File: config.mk
export PLATFORM = sky130hd
export DESIGN_NAME = csi_serial_unit
export DESIGN_NICKNAME = d
export VERILOG_FILES = /design/src/common/csi_pkg.sv /design/src/rtl/csi_bitclk.sv /design/src/rtl/csi_serial_unit.sv
export SDC_FILE = /design/constraint.sdc
export NUM_CORES = 1
export LEC_CHECK = 0
export BUFFER_PORTS_ARGS = -buffer_cell sky130_fd_sc_hd__buf_2
export CAP_MARGIN = 10
export CORE_ASPECT_RATIO = 0.7
export CORE_MARGIN = 3
export CORE_UTILIZATION = 35
export CTS_BUF_LIST = sky130_fd_sc_hd__clkbuf_8 sky130_fd_sc_hd__clkbuf_16
export CTS_CLUSTER_SIZE = 16
export DETAILED_ROUTE_END_ITERATION = 10
export PLACE_DENSITY = 0.62
export SLEW_MARGIN = 20
export SYNTH_ARGS = -nofsm -noshare
export SYNTH_HDL_FRONTEND = slang
export SYNTH_SLANG_ARGS = --single-unit
export TNS_END_PERCENT = 50
File: constraint.sdc
create_clock -name clock -period 3.45 [get_ports clock]
set_input_delay 0.5175 -clock clock [delete_from_list [all_inputs] [get_ports clock]]
set_output_delay 0.5175 -clock clock [all_outputs]
set_load 0.02 [all_outputs]
File: src/common/csi_pkg.sv
// Contract
// - writing the halt-release enable bit as one forces block mode to zero.
// - receive select zero transmits; one receives, or exchanges in mode 0.
// - setting active starts; clearing it mid-transfer aborts; software clears irq_enable too.
// - mode 0 ends at the last rising clock edge: set done, clear active; code sets done and clears active in ST_END, after the 6-cycle ST_STORE state.
// - mode 1 transmit ends at last rising edge: set done, clear active; code does both in ST_END, after the 6-cycle ST_STORE state.
// - mode 1 receive or exchange ends after the last byte reaches RAM.
// - mode decoded from halt release, exchange, block mode and receive select; code decodes only exchange, block mode and receive select.
// - clearing block mode mid-transfer suspends after the current byte; setting resumes.
// - bit order select zero shifts LSB first, one shifts MSB first.
// - falling serial clock edge while not active sets the sticky overrun flag.
// - mode 0 falling edge during startup or termination sets overrun.
// - mode 1 transmit falling edge before the fetched byte starts shifting sets overrun.
// - mode 1 receive falling edge from last rising edge until stored sets overrun.
// - done flag set on completion; only a software write clears it.
// - interrupt request when irq_enable and either done or overrun are set.
// - internal bit clock period is (reload + 1) times 2 system cycles.
// - data buffer copied to shift register at start; back at end on receive.
// - mode 1 internal clock inserts byte gap of period times 0..64.
// - residual count 000 means 8 bits, else 1 to 7; sets mode 0 length.
// - mode 1 length is (count + 1) times 8 plus residual bits.
package csi_pkg;
    localparam logic [15:0] ADDR_CONTROL = 16'h7f34;
    localparam logic [15:0] ADDR_RELOAD = 16'h7f35;
    localparam logic [15:0] ADDR_DATA = 16'h7f36;
    localparam logic [15:0] ADDR_INTERVAL = 16'h7f37;
    localparam logic [7:0] RESET_BYTE = 8'h00;
    localparam int CTL_HALT_REL = 7;
    localparam int CTL_RX = 6;
    localparam int CTL_ACTIVE = 5;
    localparam int CTL_BLOCK = 4;
    localparam int CTL_MSB = 3;
    localparam int CTL_OVR = 2;
    localparam int CTL_DONE = 1;
    localparam int CTL_IE = 0;
    localparam int IV_XCHG = 3;
    localparam int XFER_CYCLES = 6;
    localparam logic [3:0] FULL_BITS = 4'h8;
    localparam logic [11:0] MAX_BYTES = 12'hfff;
    typedef enum logic [2:0] {
        ST_IDLE, ST_START, ST_SHIFT, ST_STORE, ST_GAP, ST_FETCH, ST_END
    } csi_state_t;
endpackage

File: src/rtl/csi_bitclk.sv
`timescale 1ns/1ns
// internal bit clock generator: reload counter, toggles every reload+1 cycles
module csi_bitclk (
    input wire logic clock,
    input wire logic rst_n,
    input wire logic run,
    input wire logic [7:0] reload,
    output logic sck,
    output logic rise,
    output logic fall
);
    logic [7:0] cnt_reg;
    logic sck_reg;
    logic tick;

    assign tick = run && (cnt_reg == reload);
    assign sck = sck_reg;
    assign rise = tick && !sck_reg;
    assign fall = tick && sck_reg;

    // period (reload + 1) * 2 cycles
    always_ff @(posedge clock or negedge rst_n) begin
        if (!rst_n) begin
            cnt_reg <= 8'h00;
        end else if (!run || tick) begin
            cnt_reg <= 8'h00;
        end else begin
            cnt_reg <= cnt_reg + 8'h01;
        end
    end

    always_ff @(posedge clock or negedge rst_n) begin
        if (!rst_n) begin
            sck_reg <= 1'b1;
        end else if (!run) begin
            sck_reg <= 1'b1;
        end else if (tick) begin
            sck_reg <= !sck_reg;
        end
    end
endmodule

File: src/rtl/csi_serial_unit.sv
`timescale 1ns/1ns
module csi_serial_unit (
    input wire logic clock,
    input wire logic rst_n,
    input wire logic [15:0] reg_addr,
    input wire logic [7:0] reg_wdata,
    input wire logic reg_wr,
    input wire logic reg_rd,
    output logic [7:0] reg_rdata,
    input wire logic sck_in,
    output logic sck_out,
    output logic sck_oe_n,
    input wire logic sdi,
    output logic sdo,
    input wire logic [11:0] dma_count,
    output logic dma_req,
    output logic dma_write,
    output logic [7:0] dma_wdata,
    input wire logic dma_ack,
    input wire logic [7:0] dma_rdata,
    output logic irq
);
    // ==========================================================
    // registers
    logic [7:0] ctl_reg;
    logic [7:0] reload_reg;
    logic [7:0] buf_reg;
    logic [7:0] xbuf_reg;
    logic [7:0] ivl_reg;
    logic [7:0] sh_reg;
    logic [7:0] rdata_reg;
    logic sdo_reg;
    csi_pkg::csi_state_t st_reg;
    logic [3:0] bit_reg;
    logic [11:0] byte_reg;
    logic [7:0] gap_reg;
    logic [2:0] wait_reg;
    logic sck_m_reg;
    logic sck_s_reg;
    logic sck_d_reg;
    logic sdi_m_reg;
    logic sdi_s_reg;
    logic [8:0] gcyc_reg;
    logic auto_run_reg;

    logic wr_ctl;
    logic ext_clk;
    logic auto_mode;
    logic rx_mode;
    logic xchg_mode;
    logic msb;
    logic active;
    logic int_sck;
    logic int_rise;
    logic int_fall;
    logic ext_fall;
    logic s_rise;
    logic s_fall;
    logic [3:0] last_bits;
    logic last_byte;
    logic bit_done;
    logic [7:0] gap_len;
    logic finish;
    logic ovr_set;
    logic abort;
    logic [7:0] sh_in;

    assign wr_ctl = reg_wr && reg_addr == csi_pkg::ADDR_CONTROL;
    assign ext_clk = reload_reg == 8'h00;
    assign auto_mode = ctl_reg[csi_pkg::CTL_BLOCK];
    assign rx_mode = ctl_reg[csi_pkg::CTL_RX];
    assign xchg_mode = ivl_reg[csi_pkg::IV_XCHG];
    assign msb = ctl_reg[csi_pkg::CTL_MSB];
    assign active = ctl_reg[csi_pkg::CTL_ACTIVE];
    assign abort = wr_ctl && !reg_wdata[csi_pkg::CTL_ACTIVE];

    // ==========================================================
    // serial clock sampling and internal clock
    always_ff @(posedge clock or negedge rst_n) begin
        if (!rst_n) begin
            sck_m_reg <= 1'b1;
            sck_s_reg <= 1'b1;
            sck_d_reg <= 1'b1;
            sdi_m_reg <= 1'b0;
            sdi_s_reg <= 1'b0;
        end else begin
            sck_m_reg <= sck_in;
            sck_s_reg <= sck_m_reg;
            sck_d_reg <= sck_s_reg;
            sdi_m_reg <= sdi;
            sdi_s_reg <= sdi_m_reg;
        end
    end

    csi_bitclk u_bitclk (
        .clock(clock),
        .rst_n(rst_n),
        .run(active && !ext_clk && st_reg == csi_pkg::ST_SHIFT),
        .reload(reload_reg),
        .sck(int_sck),
        .rise(int_rise),
        .fall(int_fall)
    );

    assign ext_fall = sck_d_reg && !sck_s_reg;
    assign s_rise = ext_clk ? (!sck_d_reg && sck_s_reg) : int_rise;
    assign s_fall = ext_clk ? ext_fall : int_fall;
    assign sck_out = int_sck;
    assign sck_oe_n = ext_clk;
    assign sdo = sdo_reg;

    // ==========================================================
    // length and gap decode
    assign last_bits = (ivl_reg[6:4] == 3'b000) ? csi_pkg::FULL_BITS
                                                : {1'b0, ivl_reg[6:4]};
    assign last_byte = !auto_run_reg || byte_reg == dma_count + 12'h001;
    assign bit_done = bit_reg == (last_byte ? last_bits : csi_pkg::FULL_BITS);

    always_comb begin
        unique case (ivl_reg[2:0])
            3'b000: gap_len = 8'h00;
            3'b001: gap_len = 8'h01;
            3'b010: gap_len = 8'h02;
            3'b011: gap_len = 8'h04;
            3'b100: gap_len = 8'h08;
            3'b101: gap_len = 8'h10;
            3'b110: gap_len = 8'h20;
            3'b111: gap_len = 8'h40;
        endcase
    end

    assign sh_in = msb ? {sh_reg[6:0], sdi_s_reg} : {sdi_s_reg, sh_reg[7:1]};

    // ==========================================================
    // transfer sequencer
    always_ff @(posedge clock or negedge rst_n) begin
        if (!rst_n) begin
            st_reg <= csi_pkg::ST_IDLE;
            bit_reg <= 4'h0;
            byte_reg <= 12'h000;
            gap_reg <= 8'h00;
            wait_reg <= 3'h0;
            sh_reg <= csi_pkg::RESET_BYTE;
            sdo_reg <= 1'b1;
            auto_run_reg <= 1'b0;
        end else if (abort && st_reg != csi_pkg::ST_IDLE) begin
            st_reg <= csi_pkg::ST_IDLE;
        end else begin
            unique case (st_reg)
                csi_pkg::ST_IDLE: begin
                    if (active) begin
                        byte_reg <= 12'h000;
                        auto_run_reg <= auto_mode;
                        st_reg <= auto_mode && !rx_mode || xchg_mode
                                  ? csi_pkg::ST_FETCH : csi_pkg::ST_START;
                    end
                end
                csi_pkg::ST_FETCH: begin
                    if (dma_ack) begin
                        st_reg <= csi_pkg::ST_START;
                    end
                end
                csi_pkg::ST_START: begin
                    sh_reg <= buf_reg;
                    sdo_reg <= msb ? buf_reg[7] : buf_reg[0];
                    bit_reg <= 4'h0;
                    wait_reg <= 3'h0;
                    st_reg <= csi_pkg::ST_SHIFT;
                end
                csi_pkg::ST_SHIFT: begin
                    if (s_fall && bit_reg != 4'h0) begin
                        sdo_reg <= msb ? sh_reg[7] : sh_reg[0];
                    end
                    if (s_rise) begin
                        sh_reg <= sh_in;
                        bit_reg <= bit_reg + 4'h1;
                    end
                    if (bit_reg != 4'h0 && bit_done) begin
                        st_reg <= csi_pkg::ST_STORE;
                        wait_reg <= 3'h0;
                    end
                end
                csi_pkg::ST_STORE: begin
                    // shift register to buffer move takes 6 cycles
                    wait_reg <= wait_reg + 3'h1;
                    if (wait_reg == 3'(csi_pkg::XFER_CYCLES - 1)) begin
                        if (!auto_run_reg || !rx_mode || dma_ack) begin
                            byte_reg <= byte_reg + 12'h001;
                            gap_reg <= 8'h00;
                            st_reg <= last_byte || !auto_run_reg
                                      ? csi_pkg::ST_END : csi_pkg::ST_GAP;
                        end else begin
                            wait_reg <= wait_reg;
                        end
                    end
                end
                csi_pkg::ST_GAP: begin
                    if (ext_clk || gap_reg >= gap_len) begin
                        if (auto_mode) begin
                            st_reg <= (!rx_mode || xchg_mode)
                                      ? csi_pkg::ST_FETCH
                                      : csi_pkg::ST_START;
                        end
                    end else if (gcyc_reg == {reload_reg, 1'b1}) begin
                        gap_reg <= gap_reg + 8'h01;
                    end
                end
                csi_pkg::ST_END: begin
                    st_reg <= csi_pkg::ST_IDLE;
                end
                default: st_reg <= csi_pkg::ST_IDLE;
            endcase
        end
    end

    // gap counts whole bit clock periods of (reload + 1) * 2 cycles
    always_ff @(posedge clock or negedge rst_n) begin
        if (!rst_n) begin
            gcyc_reg <= 9'h000;
        end else if (st_reg != csi_pkg::ST_GAP
                     || gcyc_reg == {reload_reg, 1'b1}) begin
            gcyc_reg <= 9'h000;
        end else begin
            gcyc_reg <= gcyc_reg + 9'h001;
        end
    end

    assign finish = st_reg == csi_pkg::ST_END;

    // ==========================================================
    // companion transfer controller requests
    always_comb begin
        dma_req = 1'b0;
        dma_write = 1'b0;
        if (st_reg == csi_pkg::ST_FETCH) begin
            dma_req = 1'b1;
        end else if (st_reg == csi_pkg::ST_STORE && auto_run_reg && rx_mode
                     && wait_reg == 3'(csi_pkg::XFER_CYCLES - 1)) begin
            dma_req = 1'b1;
            dma_write = 1'b1;
        end
    end
    assign dma_wdata = xchg_mode ? xbuf_reg : buf_reg;

    // ==========================================================
    // overrun window
    always_comb begin
        ovr_set = 1'b0;
        if (ext_fall) begin
            if (!active) begin
                ovr_set = 1'b1;
            end else if (st_reg == csi_pkg::ST_START
                         || st_reg == csi_pkg::ST_END) begin
                ovr_set = 1'b1;
            end else if (st_reg == csi_pkg::ST_FETCH) begin
                ovr_set = 1'b1;
            end else if (st_reg == csi_pkg::ST_STORE && auto_mode
                         && rx_mode && last_byte) begin
                ovr_set = 1'b1;
            end
        end
    end

    // ==========================================================
    // control register
    always_ff @(posedge clock or negedge rst_n) begin
        if (!rst_n) begin
            ctl_reg <= csi_pkg::RESET_BYTE;
        end else begin
            if (wr_ctl) begin
                ctl_reg <= reg_wdata;
                if (reg_wdata[csi_pkg::CTL_HALT_REL]) begin
                    ctl_reg[csi_pkg::CTL_BLOCK] <= 1'b0;
                end
            end
            if (finish) begin
                ctl_reg[csi_pkg::CTL_ACTIVE] <= 1'b0;
                ctl_reg[csi_pkg::CTL_DONE] <= 1'b1;
            end
            if (ovr_set) begin
                ctl_reg[csi_pkg::CTL_OVR] <= 1'b1;
            end
        end
    end

    assign irq = ctl_reg[csi_pkg::CTL_IE]
                 && (ctl_reg[csi_pkg::CTL_DONE] || ctl_reg[csi_pkg::CTL_OVR]);

    // ==========================================================
    // data buffers and setup registers
    always_ff @(posedge clock or negedge rst_n) begin
        if (!rst_n) begin
            buf_reg <= csi_pkg::RESET_BYTE;
            xbuf_reg <= csi_pkg::RESET_BYTE;
        end else begin
            if (reg_wr && reg_addr == csi_pkg::ADDR_DATA) begin
                buf_reg <= reg_wdata;
            end
            if (st_reg == csi_pkg::ST_FETCH && dma_ack) begin
                buf_reg <= dma_rdata;
            end
            if (st_reg == csi_pkg::ST_STORE && wait_reg == 3'h0 && rx_mode) begin
                if (xchg_mode) begin
                    xbuf_reg <= sh_reg;
                end else begin
                    buf_reg <= sh_reg;
                end
            end
        end
    end

    always_ff @(posedge clock or negedge rst_n) begin
        if (!rst_n) begin
            reload_reg <= csi_pkg::RESET_BYTE;
            ivl_reg <= csi_pkg::RESET_BYTE;
        end else begin
            if (reg_wr && reg_addr == csi_pkg::ADDR_RELOAD) begin
                reload_reg <= reg_wdata;
            end
            if (reg_wr && reg_addr == csi_pkg::ADDR_INTERVAL) begin
                ivl_reg <= {1'b0, reg_wdata[6:0]};
            end
        end
    end

    always_ff @(posedge clock or negedge rst_n) begin
        if (!rst_n) begin
            rdata_reg <= 8'h00;
        end else if (reg_rd) begin
            unique case (reg_addr)
                csi_pkg::ADDR_CONTROL: rdata_reg <= ctl_reg;
                csi_pkg::ADDR_RELOAD: rdata_reg <= reload_reg;
                csi_pkg::ADDR_DATA: rdata_reg <= buf_reg;
                csi_pkg::ADDR_INTERVAL: rdata_reg <= ivl_reg;
                default: rdata_reg <= 8'h00;
            endcase
        end else begin
            rdata_reg <= 8'h00;
        end
    end
    assign reg_rdata = rdata_reg;
endmodule

# After elaboration in Yosys (flattened, before gate mapping)
# Memories as Yosys holds them, arrays and structs flattened.
# Cells that the tools add are included.
dict set report word_totals {
  romBits 56
  ff_bits 110
  input_bits 51
  memories 1
}
dict set report op_classes {
  order_cmp 1
  addsub 7
  mux 62
  reduce_logical 65
  n_eq_ne 33
  bitwise_logic 1
}
# name depth word_bits read_ports rd_clocked_by_memory_dff wr line
set mem_list {}
lappend mem_list {{(no name shown)} 8 7 1 0 0 csi_serial_unit.sv:120} ;# unique case (ivl_reg[2:0])
# operator n
set ops {}
lappend ops {{2-to-1 mux 8 bit} 13}
lappend ops {{equality test 16 x 15 -> 1 bit (second input constant)} 4}
lappend ops {{2-to-1 mux 3 bit} 13}
lappend ops {{2-to-1 mux 12 bit} 3}
lappend ops {{case mux 8 bit (2 select lines)} 2}
lappend ops {{case mux 8 bit (4 select lines)} 1}
lappend ops {{logical AND 1 bit} 26}
lappend ops {{adder 12 x 1 -> 12 bit (second input constant)} 2}
lappend ops {{case mux 12 bit (2 select lines)} 1}
lappend ops {{!= test 3 bit (second input constant)} 7}
lappend ops {{2-to-1 mux 1 bit} 19}
lappend ops {{case mux 3 bit (6 select lines)} 1}
lappend ops {{adder 8 x 1 -> 8 bit (second input constant)} 2}
lappend ops {{equality test 12 bit} 1}
lappend ops {{equality test 3 bit (second input constant)} 4}
lappend ops {{2-to-1 mux 4 bit} 3}
lappend ops {{!= test 2 bit (second input constant)} 6}
lappend ops {{logical OR 1 bit} 11}
lappend ops {{nonzero test 2 bit} 5}
lappend ops {{adder 9 x 1 -> 9 bit (second input constant)} 1}
lappend ops {{equality test 9 bit} 1}
lappend ops {{zero test 3 bit} 3}
lappend ops {{2-to-1 mux 9 bit} 1}
lappend ops {{case mux 3 bit (3 select lines)} 1}
lappend ops {{other kinds (25)} 38}

# Longest topological paths before layout
# Gate-level depths: netlist of the first run.
dict set report depth {
  word_depth 10
  mapped_depth 13
  ltp_nobuf 12
}

# By module
# A second synthesis of the first run with hierarchy kept.
dict set report hier_totals {
  cells_unflattened 690
  hier_area_um2 6548.8
}
# mod cells_per_inst n_inst seq_area_each_um2 area_each_um2
set modules_own_cells {}
lappend modules_own_cells {csi_serial_unit 640 1 2532.4 6035.8}
lappend modules_own_cells {csi_bitclk 50 1 226.5 513.0}

# Worst setup path after synthesis of the first run
# OpenSTA, ideal clock, no wires.
dict set report synth_timing {
  path_type {input -> register}
  startpoint {in dma_count[0]}
  endpoint {reg st_reg[0]}
  arrival_time_ps 3194
  path_stages 10
  path_slack_ps 128
  cell_sequence {ha_1 > o21ba_1 > a221oi_1 > a21oi_1 > or4_4 > o41ai_4 > nand4_1 > a2111o_1 > a311oi_2 > mux2_1}
}
dict set report synth_via {
  elab_chain_len 8
}
# item line
set synth_lines {}
lappend synth_lines {{from (decl)} csi_serial_unit.sv:15} ;# input wire logic [11:0] dma_count,
lappend synth_lines {{adder 12 x 1 -> 12 bit} csi_serial_unit.sv:116} ;# assign last_byte = !auto_run_reg || byte_reg == dma_count + 12'h001;
lappend synth_lines {{equality test 12 bit} csi_serial_unit.sv:116}
lappend synth_lines {{logical OR 1 bit} csi_serial_unit.sv:116}
lappend synth_lines {{2-to-1 mux 4 bit} csi_serial_unit.sv:117} ;# assign bit_done = bit_reg == (last_byte ? last_bits : csi_pkg::FULL_BITS);
lappend synth_lines {{equality test 4 bit} csi_serial_unit.sv:117}
lappend synth_lines {{logical AND 1 bit} csi_serial_unit.sv:178} ;# if (bit_reg != 4'h0 && bit_done) begin
lappend synth_lines {{!= test 3 x 1 -> 1 bit (no line)} --}
lappend synth_lines {{AND reduction 7 bit (no line)} --}
lappend synth_lines {{to (signal assigned)} csi_serial_unit.sv:138} ;# st_reg <= csi_pkg::ST_IDLE;
lappend synth_lines {{to (signal assigned)} csi_serial_unit.sv:179} ;# st_reg <= csi_pkg::ST_STORE;
lappend synth_lines {{to (signal assigned)} csi_serial_unit.sv:190} ;# st_reg <= last_byte || !auto_run_reg
lappend synth_lines {{to (decl)} csi_serial_unit.sv:33} ;# csi_pkg::csi_state_t st_reg;
# No other way between the ends.
# A chain may end at the register's enable or synchronous reset.

# Worst setup path in the final report of the first run
# Ends and elaborated chain as after synthesis.

==> results by group, run 1 <==
STA
  – Setup ws final: 0.255 ns
  – RSZ-0062 raised after global routing: no
  – Clk_skew: 0.0172 ns
  – Tmin final: 3.19 ns
  – Final worst path period share: 92.6%
  – Final Hold Viols: 0
  – Setup TNS: 0 ns
  – Final setup fails: 0
  – Slew Limit Fails: 0
  – Worst Tran Pin Value: 0.856 ns
  – Max transition margin: 42.8%
  – FMAX: 313 MHz

Cells and area
  – Number of flip-flops in the largest register: 12
  – Footprint of the multi-input gates: 3510 um^2
  – Area Overhead vs Synth: 15.7%
  – Non-filler cells in the finished layout: 988
  – Sequential cell area: 2760 um^2
  – Ant diodes: 0
  – Core Util, Final: 42.5%
  – Fin nets: 820
  – Share of layout cells above drive strength 1: 23.5%
  – Fillers: 1728

Synthesis
  – Sequential share of the synthesized area: 42.7%
  – Ranking of synthesized cells by area: dfrtp_1, mux2_2, xor2_1
  – Ys async rst share: 100%
  – Ys Warns: 0
  – Top-area cell type share of the netlist area: 40.6%
  – Top_reg_cell synth: dfrtp_1
  – Leading area contributor after synthesis: dfrtp_1
  – Area fraction in compound gates after synthesis: 13.6%
  – Largest family of logic cells by synthesized area: simple AND/OR/NAND/NOR gates
  – Post-synthesis mux area share: 10.2%
  – Post-Synth Adder-Cell Area: 3.29%
  – Distinct cells, synth: 72
  – Mapped cell area: 6470 um^2
  – Syn Inst Count: 676
  – Post-synth EDFFs: 0
  – Post-synthesis xor/xnor area fraction: 7.31%
  – Synth Area in Simple Gates: 19.8%
  – Yosys reg bits: 110
  – Syn avg cell area: 9.57 um^2
  – Post-Syn Nets: 744

GRT
  – Total gr overflow: 0
  – Aggregate global-route resource usage: 16.2%
  – First-pass GRT wire length: 26600 um
  – Vias in the first global route: 4943
  – Initial antenna violation count: 0
  – Pin count of the biggest net entering global routing: 62

Drt
  – Drt first pass iters: 7
  – DR vias: 5378
  – DRT iter0 DRCs: 611
  – Drt total wl: 16400 um
  – Routed length on met1: 8650 um
  – DR WL met2: 6410 um
  – Final ANT Viol Nets: 0
  – Vias per inst: 5.44
  – Uppermost layer routed: met4
  – Routed len/inst: 16.6 um
  – Met3 WL post-DR: 1220 um
  – DRC: 0

Setup path
  – Type of the worst setup path: input pin to flop
  – Worst Setup End Kind: flop
  – Crit Path Max Fanout: 6
  – WP data required: 3.69 ns
  – WP data arrival: 3.43 ns
  – Startpoint types: input pin

Power
  – Gate power share: 30.3%
  – Switching power: 1.51 mW
  – Seq pwr share: 42.6%
  – Power per cell area: 537 nW/um^2
  – Clock power frac: 27.1%
  – Total Power: 4.02 mW
  – Sw frac: 37.7%
  – Peak VDD IR: 0.398 mV
  – P_leak: 3.41 nW
  – Internal Dissipation: 2.51 mW

CTS
  – Post-CTS Setup Bufs: 0
  – Hold_buf cts: 0
  – Post-CTS resize count: 0
  – Clk buf depth: 2
  – CTS tree: done
  – Clk pin slew, worst setup/hold paths: 0.08 ns
  – Clock Sink Count: 110
  – # H-tree levels: 3
  – Root Buffer Master: clkbuf_16
  – Worst-skew pair later-pin latency: 0.36 ns
  – CTS buffer count: 9

Floorplanning
  – Die W: 168 um
  – DIE HEIGHT: 120 um
  – Core area: 17600 um^2
  – Initial Util: 36.7%
  – Die area: 20200 um^2
  – # rows: 40
  – Io pins: 73

Flow run
  – Max-cap violations: 0

Placed design
  – HPWL Detailed: 12100 um
  – Final Wtd Congestion: 0.843
  – Placed insts: 972
  – Place WS: -0.0729 ns
  – Buffers on Ports: 72

Run status
  – Status: completed

Hold path
  – Worst Hold Class: input pin to async pin
==> power by group through the flow <==
stage          Clock, mW  Combinational [mW]  Sequential [mW]
2_1_floorplan          0               0.916             1.63
3_3_place_gp           0                1.21             1.73
3_5_place_dp           0                1.21             1.73
4_1_cts             1.11                1.22             1.71
5_1_grt             1.17                1.39             1.74
6_report            1.09                1.22             1.71
==> critical path, cell delays in order <==
cell	delay [ns]
buf_2	0.11
ha_1	0.26
o21ba_1	0.20
a221oi_1	0.28
a21oi_1	0.07
or4_4	0.46
o41ai_4	0.26
nand4_1	0.13
a2111o_1	0.46
a311oi_2	0.34
mux2_1	0.35
==> synthesized netlist by cell type, types with 3 or more instances <==
master	n
xor2_1	40
mux2i_1	13
nor2_1	60
or3_1	8
a222oi_1	7
and2_1	4
a21oi_1	18
a22o_1	3
o21ai_0	54
mux2_2	44
ha_1	17
nand3b_1	5
nand4_1	14
nand3_1	37
a21o_1	6
buf_4	3
a41oi_1	3
xnor2_1	14
nand4b_1	4
a31oi_1	4
nand2_1	77
dfrtp_1	105
nor3b_1	4
or2_2	3
nor3_1	7
and3_1	10
nor4_1	7
inv_1	18
nand2b_1	5
o21a_1	3
dfstp_2	5
clkbuf_1	20
nor2b_1	5
==> placed cells by master, fill, tap and decap left out, types with 3 or more instances in the layout <==
cell,instances
a21o_1,6
a21oi_1,18
a222oi_1,7
a22o_1,3
a31oi_1,4
a41oi_1,3
and2_1,4
and3_1,10
buf_2,71
buf_4,22
clkbuf_16,9
clkinv_8,4
dfrtp_1,105
dfstp_2,5
ha_1,17
inv_1,18
mux2_2,44
mux2i_1,13
nand2_1,77
nand2b_1,5
nand3_1,37
nand3b_1,5
nand4_1,14
nand4b_1,4
nor2_1,60
nor2b_1,5
nor3_1,6
nor3b_1,4
nor4_1,7
o21a_1,3
o21ai_0,54
or2_2,3
or3_1,8
xnor2_1,14
xor2_1,40
==> per-layer routing <==
metal / track usage [%] / vias up
li1: - / 2594
met1: 26.3 / 2572
met2: 21.5 / 203
met3: 4.05 / 9
met4: 2.50 / 0
met5: 0 / -
==> final cells by class <==
cell class	instances	area share (%)
Tap cell	231	3.86
Clock inverter	7	1.27
Inverter	18	0.903
Clock buffer	9	3.01
Multi-Input combinational cell	519	46.9
Timing Repair Buffer	94	7.22
Sequential cell	110	36.9
==> logic make-up (layout without fill, tap and decap cells) <==
kind of cell	count (synthesis)	in the layout
adder cells (fa/ha/maj)	17	17
AND/OR/NAND/NOR	260	260
AO/OA/AOI/OAI	129	129
XOR/XNOR	54	54
buffers and inverters	47	128
flip-flops	110	110
multiplexers	59	59
==> metrics by stage <==
| stage | cell area (um^2) | hold slack, ns |
|---|---|---|
| 6_report | 7480 | 0.197 |
| 3_5_place_dp | 7160 | 0.341 |
| 5_1_grt | 7480 | 0.235 |
| 4_1_cts | 7480 | 0.226 |
| 3_3_place_gp | 7160 | 0.332 |
| 2_1_floorplan | 6470 | 0.222 |
==> worst paths after layout <==
check,start,to,slack [ns],cells past startpoint
max in group asynchronous,rst_n,sck_s_reg$_DFF_PN1_,2.45,2
setup / recovery,dma_count[0],st_reg[0]$_DFFE_PN0P_,0.26,11
setup reg to reg,ivl_reg[2]$_DFFE_PN0P_,st_reg[2]$_DFFE_PN0P_,0.30,13
min in group clock,sdi,sdi_m_reg$_DFF_PN0_,0.26,1
hold reg to reg,sdi_m_reg$_DFF_PN0_,sdi_s_reg$_DFF_PN0_,0.36,0
hold / removal,rst_n,gap_reg[6]$_DFFE_PN0P_,0.20,1
No activity file was read; power rests on OpenSTA's default activity.
==> inputs of run 2 (changes only) <==
--- a/config.mk
+++ b/config.mk
@@ -8,7 +8,7 @@
 export BUFFER_PORTS_ARGS = -buffer_cell sky130_fd_sc_hd__buf_2
 export CAP_MARGIN = 10
 export CORE_ASPECT_RATIO = 0.7
-export CORE_MARGIN = 3
+export CORE_MARGIN = 10
 export CORE_UTILIZATION = 35
 export CTS_BUF_LIST = sky130_fd_sc_hd__clkbuf_8 sky130_fd_sc_hd__clkbuf_16
 export CTS_CLUSTER_SIZE = 16
==> run 2 against run 1 <==
Effect of this change:
- flip-flop and latch count stayed put
- largest cell class unchanged
- global-route usage is 2.1 points lower
- critical path type unchanged
- critical endpoint unchanged
- via count is 1.3% lower
==> results by group, run 2 (synthesis gave the netlist of run 1 again) <==
Run status
  – Status: completed

STA
  – Worst Tran Pin Value: 0.841 ns
  – Setup TNS: 0 ns
  – Clk_skew: 0.0151 ns
  – Hold WS: 0.259 ns
  – Slew Limit Fails: 0
  – Tmin final: 3.21 ns
  – Final Hold Viols: 0
  – Final worst path period share: 93.0%
  – Max transition margin: 44.0%
  – FMAX: 312 MHz
  – Final setup fails: 0
  – Setup ws final: 0.242 ns
  – RSZ-0062 raised after global routing: no

CTS
  – Hold_buf cts: 0
  – Worst-skew pair later-pin latency: 0.36 ns
  – CTS buffer count: 9
  – # H-tree levels: 3
  – Root Buffer Master: clkbuf_16
  – Clock Sink Count: 110
  – Post-CTS resize count: 0
  – Post-CTS Setup Bufs: 0
  – Clk pin slew, worst setup/hold paths: 0.08 ns
  – CTS tree: done
  – Clk buf depth: 2

Hold path
  – HP Start: sdi
  – Worst Hold Depth: 1
  – Hold path endpoint: sdi_m_reg$_DFF_PN0_
  – Worst Hold Class: input pin to flop

Setup path
  – Max stage delay on crit path: 0.47 ns
  – Worst path cell trace: buf_2 -> ha_1 -> o21ba_1 -> a221oi_1 -> a21oi_1 -> or4_4 -> o41ai_4 -> nand4_1 -> a2111o_1 -> a311oi_2 -> mux2_1
  – Reg2Reg Capture Point: st_reg[2]$_DFFE_PN0P_
  – Worst Setup End Kind: flop
  – Slowest stage cell, crit path: or4_4
  – WP data required: 3.68 ns
  – Crit Path Max Fanout: 6
  – Startpoint types: input pin
  – Reg2reg start: ivl_reg[2]$_DFFE_PN0P_
  – Type of the worst setup path: input pin to flop
  – R2r setup slk: 0.28 ns
  – WP data arrival: 3.44 ns
  – R2R cell count: 12

Floorplanning
  – Die W: 182 um
  – Die area: 24400 um^2
  – DIE HEIGHT: 134 um
  – Io pins: 73
  – Core area: 18100 um^2
  – # rows: 41
  – Initial Util: 35.8%

Cells and area
  – Non-filler cells in the finished layout: 994
  – Most frequent cells in the layout: dfrtp_1, nand2_1, buf_2
  – Ant diodes: 0
  – Core Util, Final: 41.4%
  – Fillers: 1791
  – Area Overhead vs Synth: 15.6%
  – Number of flip-flops in the largest register: 12
  – Finished Cell Area: 7480 um^2
  – Share of layout cells above drive strength 1: 23.6%
  – Commonest non-fill, non-tap cell in the layout: dfrtp_1
  – Fin nets: 821

Power
  – Switching power: 1.50 mW
  – P_leak: 3.41 nW
  – Sw frac: 37.4%
  – Total Power: 4.02 mW
  – Peak VDD IR: 0.266 mV
  – Gate power share: 31.0%
  – Power per cell area: 538 nW/um^2
  – Seq pwr share: 42.3%
  – Clock power frac: 26.6%
  – Internal Dissipation: 2.52 mW

Drt
  – Vias per inst: 5.34
  – Drt total wl: 17500 um
  – DRT iter0 DRCs: 577
  – DR vias: 5306
  – DRC: 0
  – Routed len/inst: 17.6 um
  – Final ANT Viol Nets: 0
  – Drt first pass iters: 7

GRT
  – Initial antenna violation count: 0
  – First-pass GRT wire length: 28300 um
  – Aggregate global-route resource usage: 14.0%
  – Vias in the first global route: 5253
  – Pin count of the biggest net entering global routing: 63
  – Total gr overflow: 0

Placed design
  – Place WS: -0.112 ns
  – Final Wtd Congestion: 0.876
  – HPWL Detailed: 13100 um
  – Placed insts: 978
  – Buffers on Ports: 72
  – Area after DPL: 7180 um^2

Flow run
  – Max-cap violations: 0
run 2: layer usage:
layer | GRT usage, % | vias to the layer above | share of wire (%)
li1 | - | 2588 | -
met5 | 0 | - | 0
met3 | 4.90 | 9 | 8.5
met1 | 20.6 | 2530 | 51
met2 | 19.4 | 179 | 40
met4 | 2.12 | 0 | 0.54
run 2: worst max-delay path, delay by kind of cell:
family	cells	cell delay, ns
simple gates	2	0.61
fa+ha+maj	1	0.25
buf+inv	1	0.12
mux	1	0.35
compound gates	6	1.60
run 2: worst max-delay path by stage:
stage	endpoint	from	slack, ns	cells past startpoint
3_3_place_gp	st_reg[0]$_DFFE_PN0P_	dma_count[0]	-0.04	11
3_5_place_dp	st_reg[0]$_DFFE_PN0P_	dma_count[0]	-0.11	11
4_1_cts	st_reg[0]$_DFFE_PN0P_	dma_count[0]	0.25	11
6_report	st_reg[0]$_DFFE_PN0P_	dma_count[1]	0.24	11
2_1_floorplan	st_reg[0]$_DFFE_PN0P_	dma_count[0]	0.13	10
5_1_grt	st_reg[0]$_DFFE_PN0P_	dma_count[1]	0.06	12
run 2: area by class of cell:
cell class              instances  area (um^2)  share of cell area, %
multi-input cells             519         3510                   46.9
flip-flops and latches        110         2760                   36.9
repair buffers                 95          548                   7.33
well taps                     236          295                   3.95
clock buffers                  10          239                   3.20
inverters                      18         67.6                  0.904
clock inverters                 6         58.8                  0.787
run 2: power by group through the flow:
stage / Clock [mW] / Combinational [mW] / Sequential (mW)
after CTS: 1.09 / 1.25 / 1.70
final: 1.07 / 1.25 / 1.70
after floorplan: 0 / 0.916 / 1.63
after global placement: 0 / 1.23 / 1.72
after global routing: 1.14 / 1.40 / 1.73
after detailed placement: 0 / 1.25 / 1.72
==> inputs of run 3 (changes only) <==
--- a/config.mk
+++ b/config.mk
@@ -13,6 +13,7 @@
 export CTS_BUF_LIST = sky130_fd_sc_hd__clkbuf_8 sky130_fd_sc_hd__clkbuf_16
 export CTS_CLUSTER_SIZE = 16
 export DETAILED_ROUTE_END_ITERATION = 10
+export GPL_TIMING_DRIVEN = 0
 export PLACE_DENSITY = 0.62
 export SLEW_MARGIN = 20
 export SYNTH_ARGS = -nofsm -noshare
==> run 3 against run 2 <==
Effect of this change:
- worst hold slack lost 0.22 ns
- clock power about the same
- first-iteration DRC count is 1.0% higher
- utilization is essentially flat
- count of clock-buffer cells in the layout is 1 lower
- clock skew fell by 0.0016 ns
- fmax fell by 6.4%
- highest routed layer unchanged
- critical path type unchanged
- critical path depth stayed put
- power up 0.65%
- global-route usage about the same
- wire length decreased by 1.8%
==> results by group, run 3 (synthesis gave the netlist of run 1 again) <==
Run status
  – Status: completed

Floorplanning
  – Die area: 24400 um^2
  – Initial Util: 35.8%
  – DIE HEIGHT: 134 um
  – Io pins: 73
  – Core area: 18100 um^2
  – Die W: 182 um
  – # rows: 41

STA
  – Final setup fails: 0
  – Final Hold Viols: 0
  – Tmin final: 3.43 ns
  – Worst Tran Pin Value: 0.935 ns
  – RSZ-0062 raised after global routing: yes
  – Clk_skew: 0.0135 ns
  – FMAX: 292 MHz
  – Final worst path period share: 99.4%
  – Max transition margin: 37.5%
  – Setup ws final: 0.0216 ns
  – Slew Limit Fails: 0

Setup path
  – Startpoint types: input pin
  – Slowest stage cell, crit path: a2111o_1
  – Type of the worst setup path: input pin to flop
  – WP data required: 3.70 ns
  – Worst path cell trace: buf_2 -> ha_1 -> o21ba_1 -> a221oi_1 -> a21oi_1 -> or4_4 -> o41ai_4 -> nand4_1 -> a2111o_1 -> a311oi_4 -> mux2_1
  – Worst Setup End Kind: flop
  – Crit Path Max Fanout: 6
  – Crit-path leading delay family: compound AO/OA/AOI/OAI gates
  – WP data arrival: 3.67 ns
  – Max stage delay on crit path: 0.49 ns
  – Crit path buf inv count: 1

CTS
  – Clk buf depth: 2
  – # H-tree levels: 3
  – Worst-skew pair later-pin latency: 0.36 ns
  – CTS tree: done
  – Root Buffer Master: clkbuf_16
  – Clk pin slew, worst setup/hold paths: 0.08 ns
  – Post-CTS Setup Bufs: 0
  – Clock Sink Count: 110
  – CTS buffer count: 9

Cells and area
  – Commonest non-fill, non-tap cell in the layout: dfrtp_1
  – Area Overhead vs Synth: 15.6%
  – Share of layout cells above drive strength 1: 21.5%
  – Non-filler cells in the finished layout: 999
  – Ant diodes: 0
  – Number of flip-flops in the largest register: 12
  – Most frequent cells in the layout: dfrtp_1, nand2_1, buf_2
  – Fin nets: 826

Placed design
  – Buffers on Ports: 70
  – Placed insts: 983
  – Place WS: -0.302 ns
  – HPWL Detailed: 12900 um
  – Final Wtd Congestion: 0.868

GRT
  – Vias in the first global route: 5205
  – Aggregate global-route resource usage: 14.0%
  – First-pass GRT wire length: 28400 um
  – Initial antenna violation count: 0
  – Total gr overflow: 0
  – Pin count of the biggest net entering global routing: 80

Drt
  – Vias per inst: 5.44
  – DRT iter0 DRCs: 583
  – DR vias: 5438
  – Routed len/inst: 17.2 um
  – Drt total wl: 17100 um
  – Drt first pass iters: 7
  – DRC: 0
  – Final ANT Viol Nets: 0

Power
  – Peak VDD IR: 0.294 mV
  – P_leak: 3.37 nW
  – Total Power: 4.05 mW
  – Power per cell area: 541 nW/um^2

Hold path
  – Worst Hold Class: input pin to async pin

Flow run
  – Max-cap violations: 0
==> run 3: cell types whose count changed in the layout (fill, tap and decap cells not counted), sizes merged <==
| cell | delta |
|---|---|
| buf | -15 |
| clkbuf | +19 |
| inv | +1 |
==> run 3: what timing repair did <==
item                                    CTS  global route
endpoints found under the setup margin    0            14
hold buffers                              0             0
gates resized for setup                   0             5
==> run 3: path summary, 6_finish.rpt <==
kind | startpoint | end | slack [ns] | depth (start not counted)
max in group asynchronous | rst_n | buf_reg[0]$_DFF_PN0_ | 2.73 | 2
hold / removal | rst_n | gap_reg[3]$_DFFE_PN0P_ | 0.04 | 1
setup / recovery | dma_count[0] | st_reg[0]$_DFFE_PN0P_ | 0.02 | 11
setup reg to reg | byte_reg[2]$_DFFE_PN0P_ | st_reg[0]$_DFFE_PN0P_ | 0.15 | 10
min in group clock | sdi | sdi_m_reg$_DFF_PN0_ | 0.26 | 1
hold reg to reg | sck_m_reg$_DFF_PN1_ | sck_s_reg$_DFF_PN1_ | 0.36 | 0
==> run 3: per-stage QoR <==
step / hold slack (ns) / utilization [%] / setup TNS, ns / instance area, um^2
2_1_floorplan: 0.222 / - / 0 / 6470
3_3_place_gp: 0.333 / 39.4 / -1.52 / 7110
3_5_place_dp: 0.343 / 39.6 / -1.90 / 7150
4_1_cts: 0.0495 / 41.3 / 0 / 7460
5_1_grt: 0.0486 / 41.4 / -0.0809 / 7480
6_report: 0.0399 / 41.4 / 0 / 7480
==> run 3: final cells by class <==
type                       count  area [um^2]
clock buffer                   9          225
fill                        1805        10600
tap                          236          295
inverter                      18         67.6
clock inverter                 7         83.8
timing repair buffer          71          384
sequential                   110         2760
buffer                        29          139
multi-input combinational    519         3520
==> run 3: report_power, final <==
group	internal [mW]	switching, mW
Combinational	0.507	0.770
Clock	0.527	0.557
Sequential	1.46	0.223
Total	2.50	1.55
==> run 3: layer usage <==
layer | wire (um) | global-route usage [%] | vias up
met5 | 0 | 0 | -
met4 | 144 | 2.66 | 0
met3 | 1370 | 4.57 | 11
met2 | 6940 | 18.9 | 197
met1 | 8690 | 21.1 | 2635
li1 | - | - | 2595
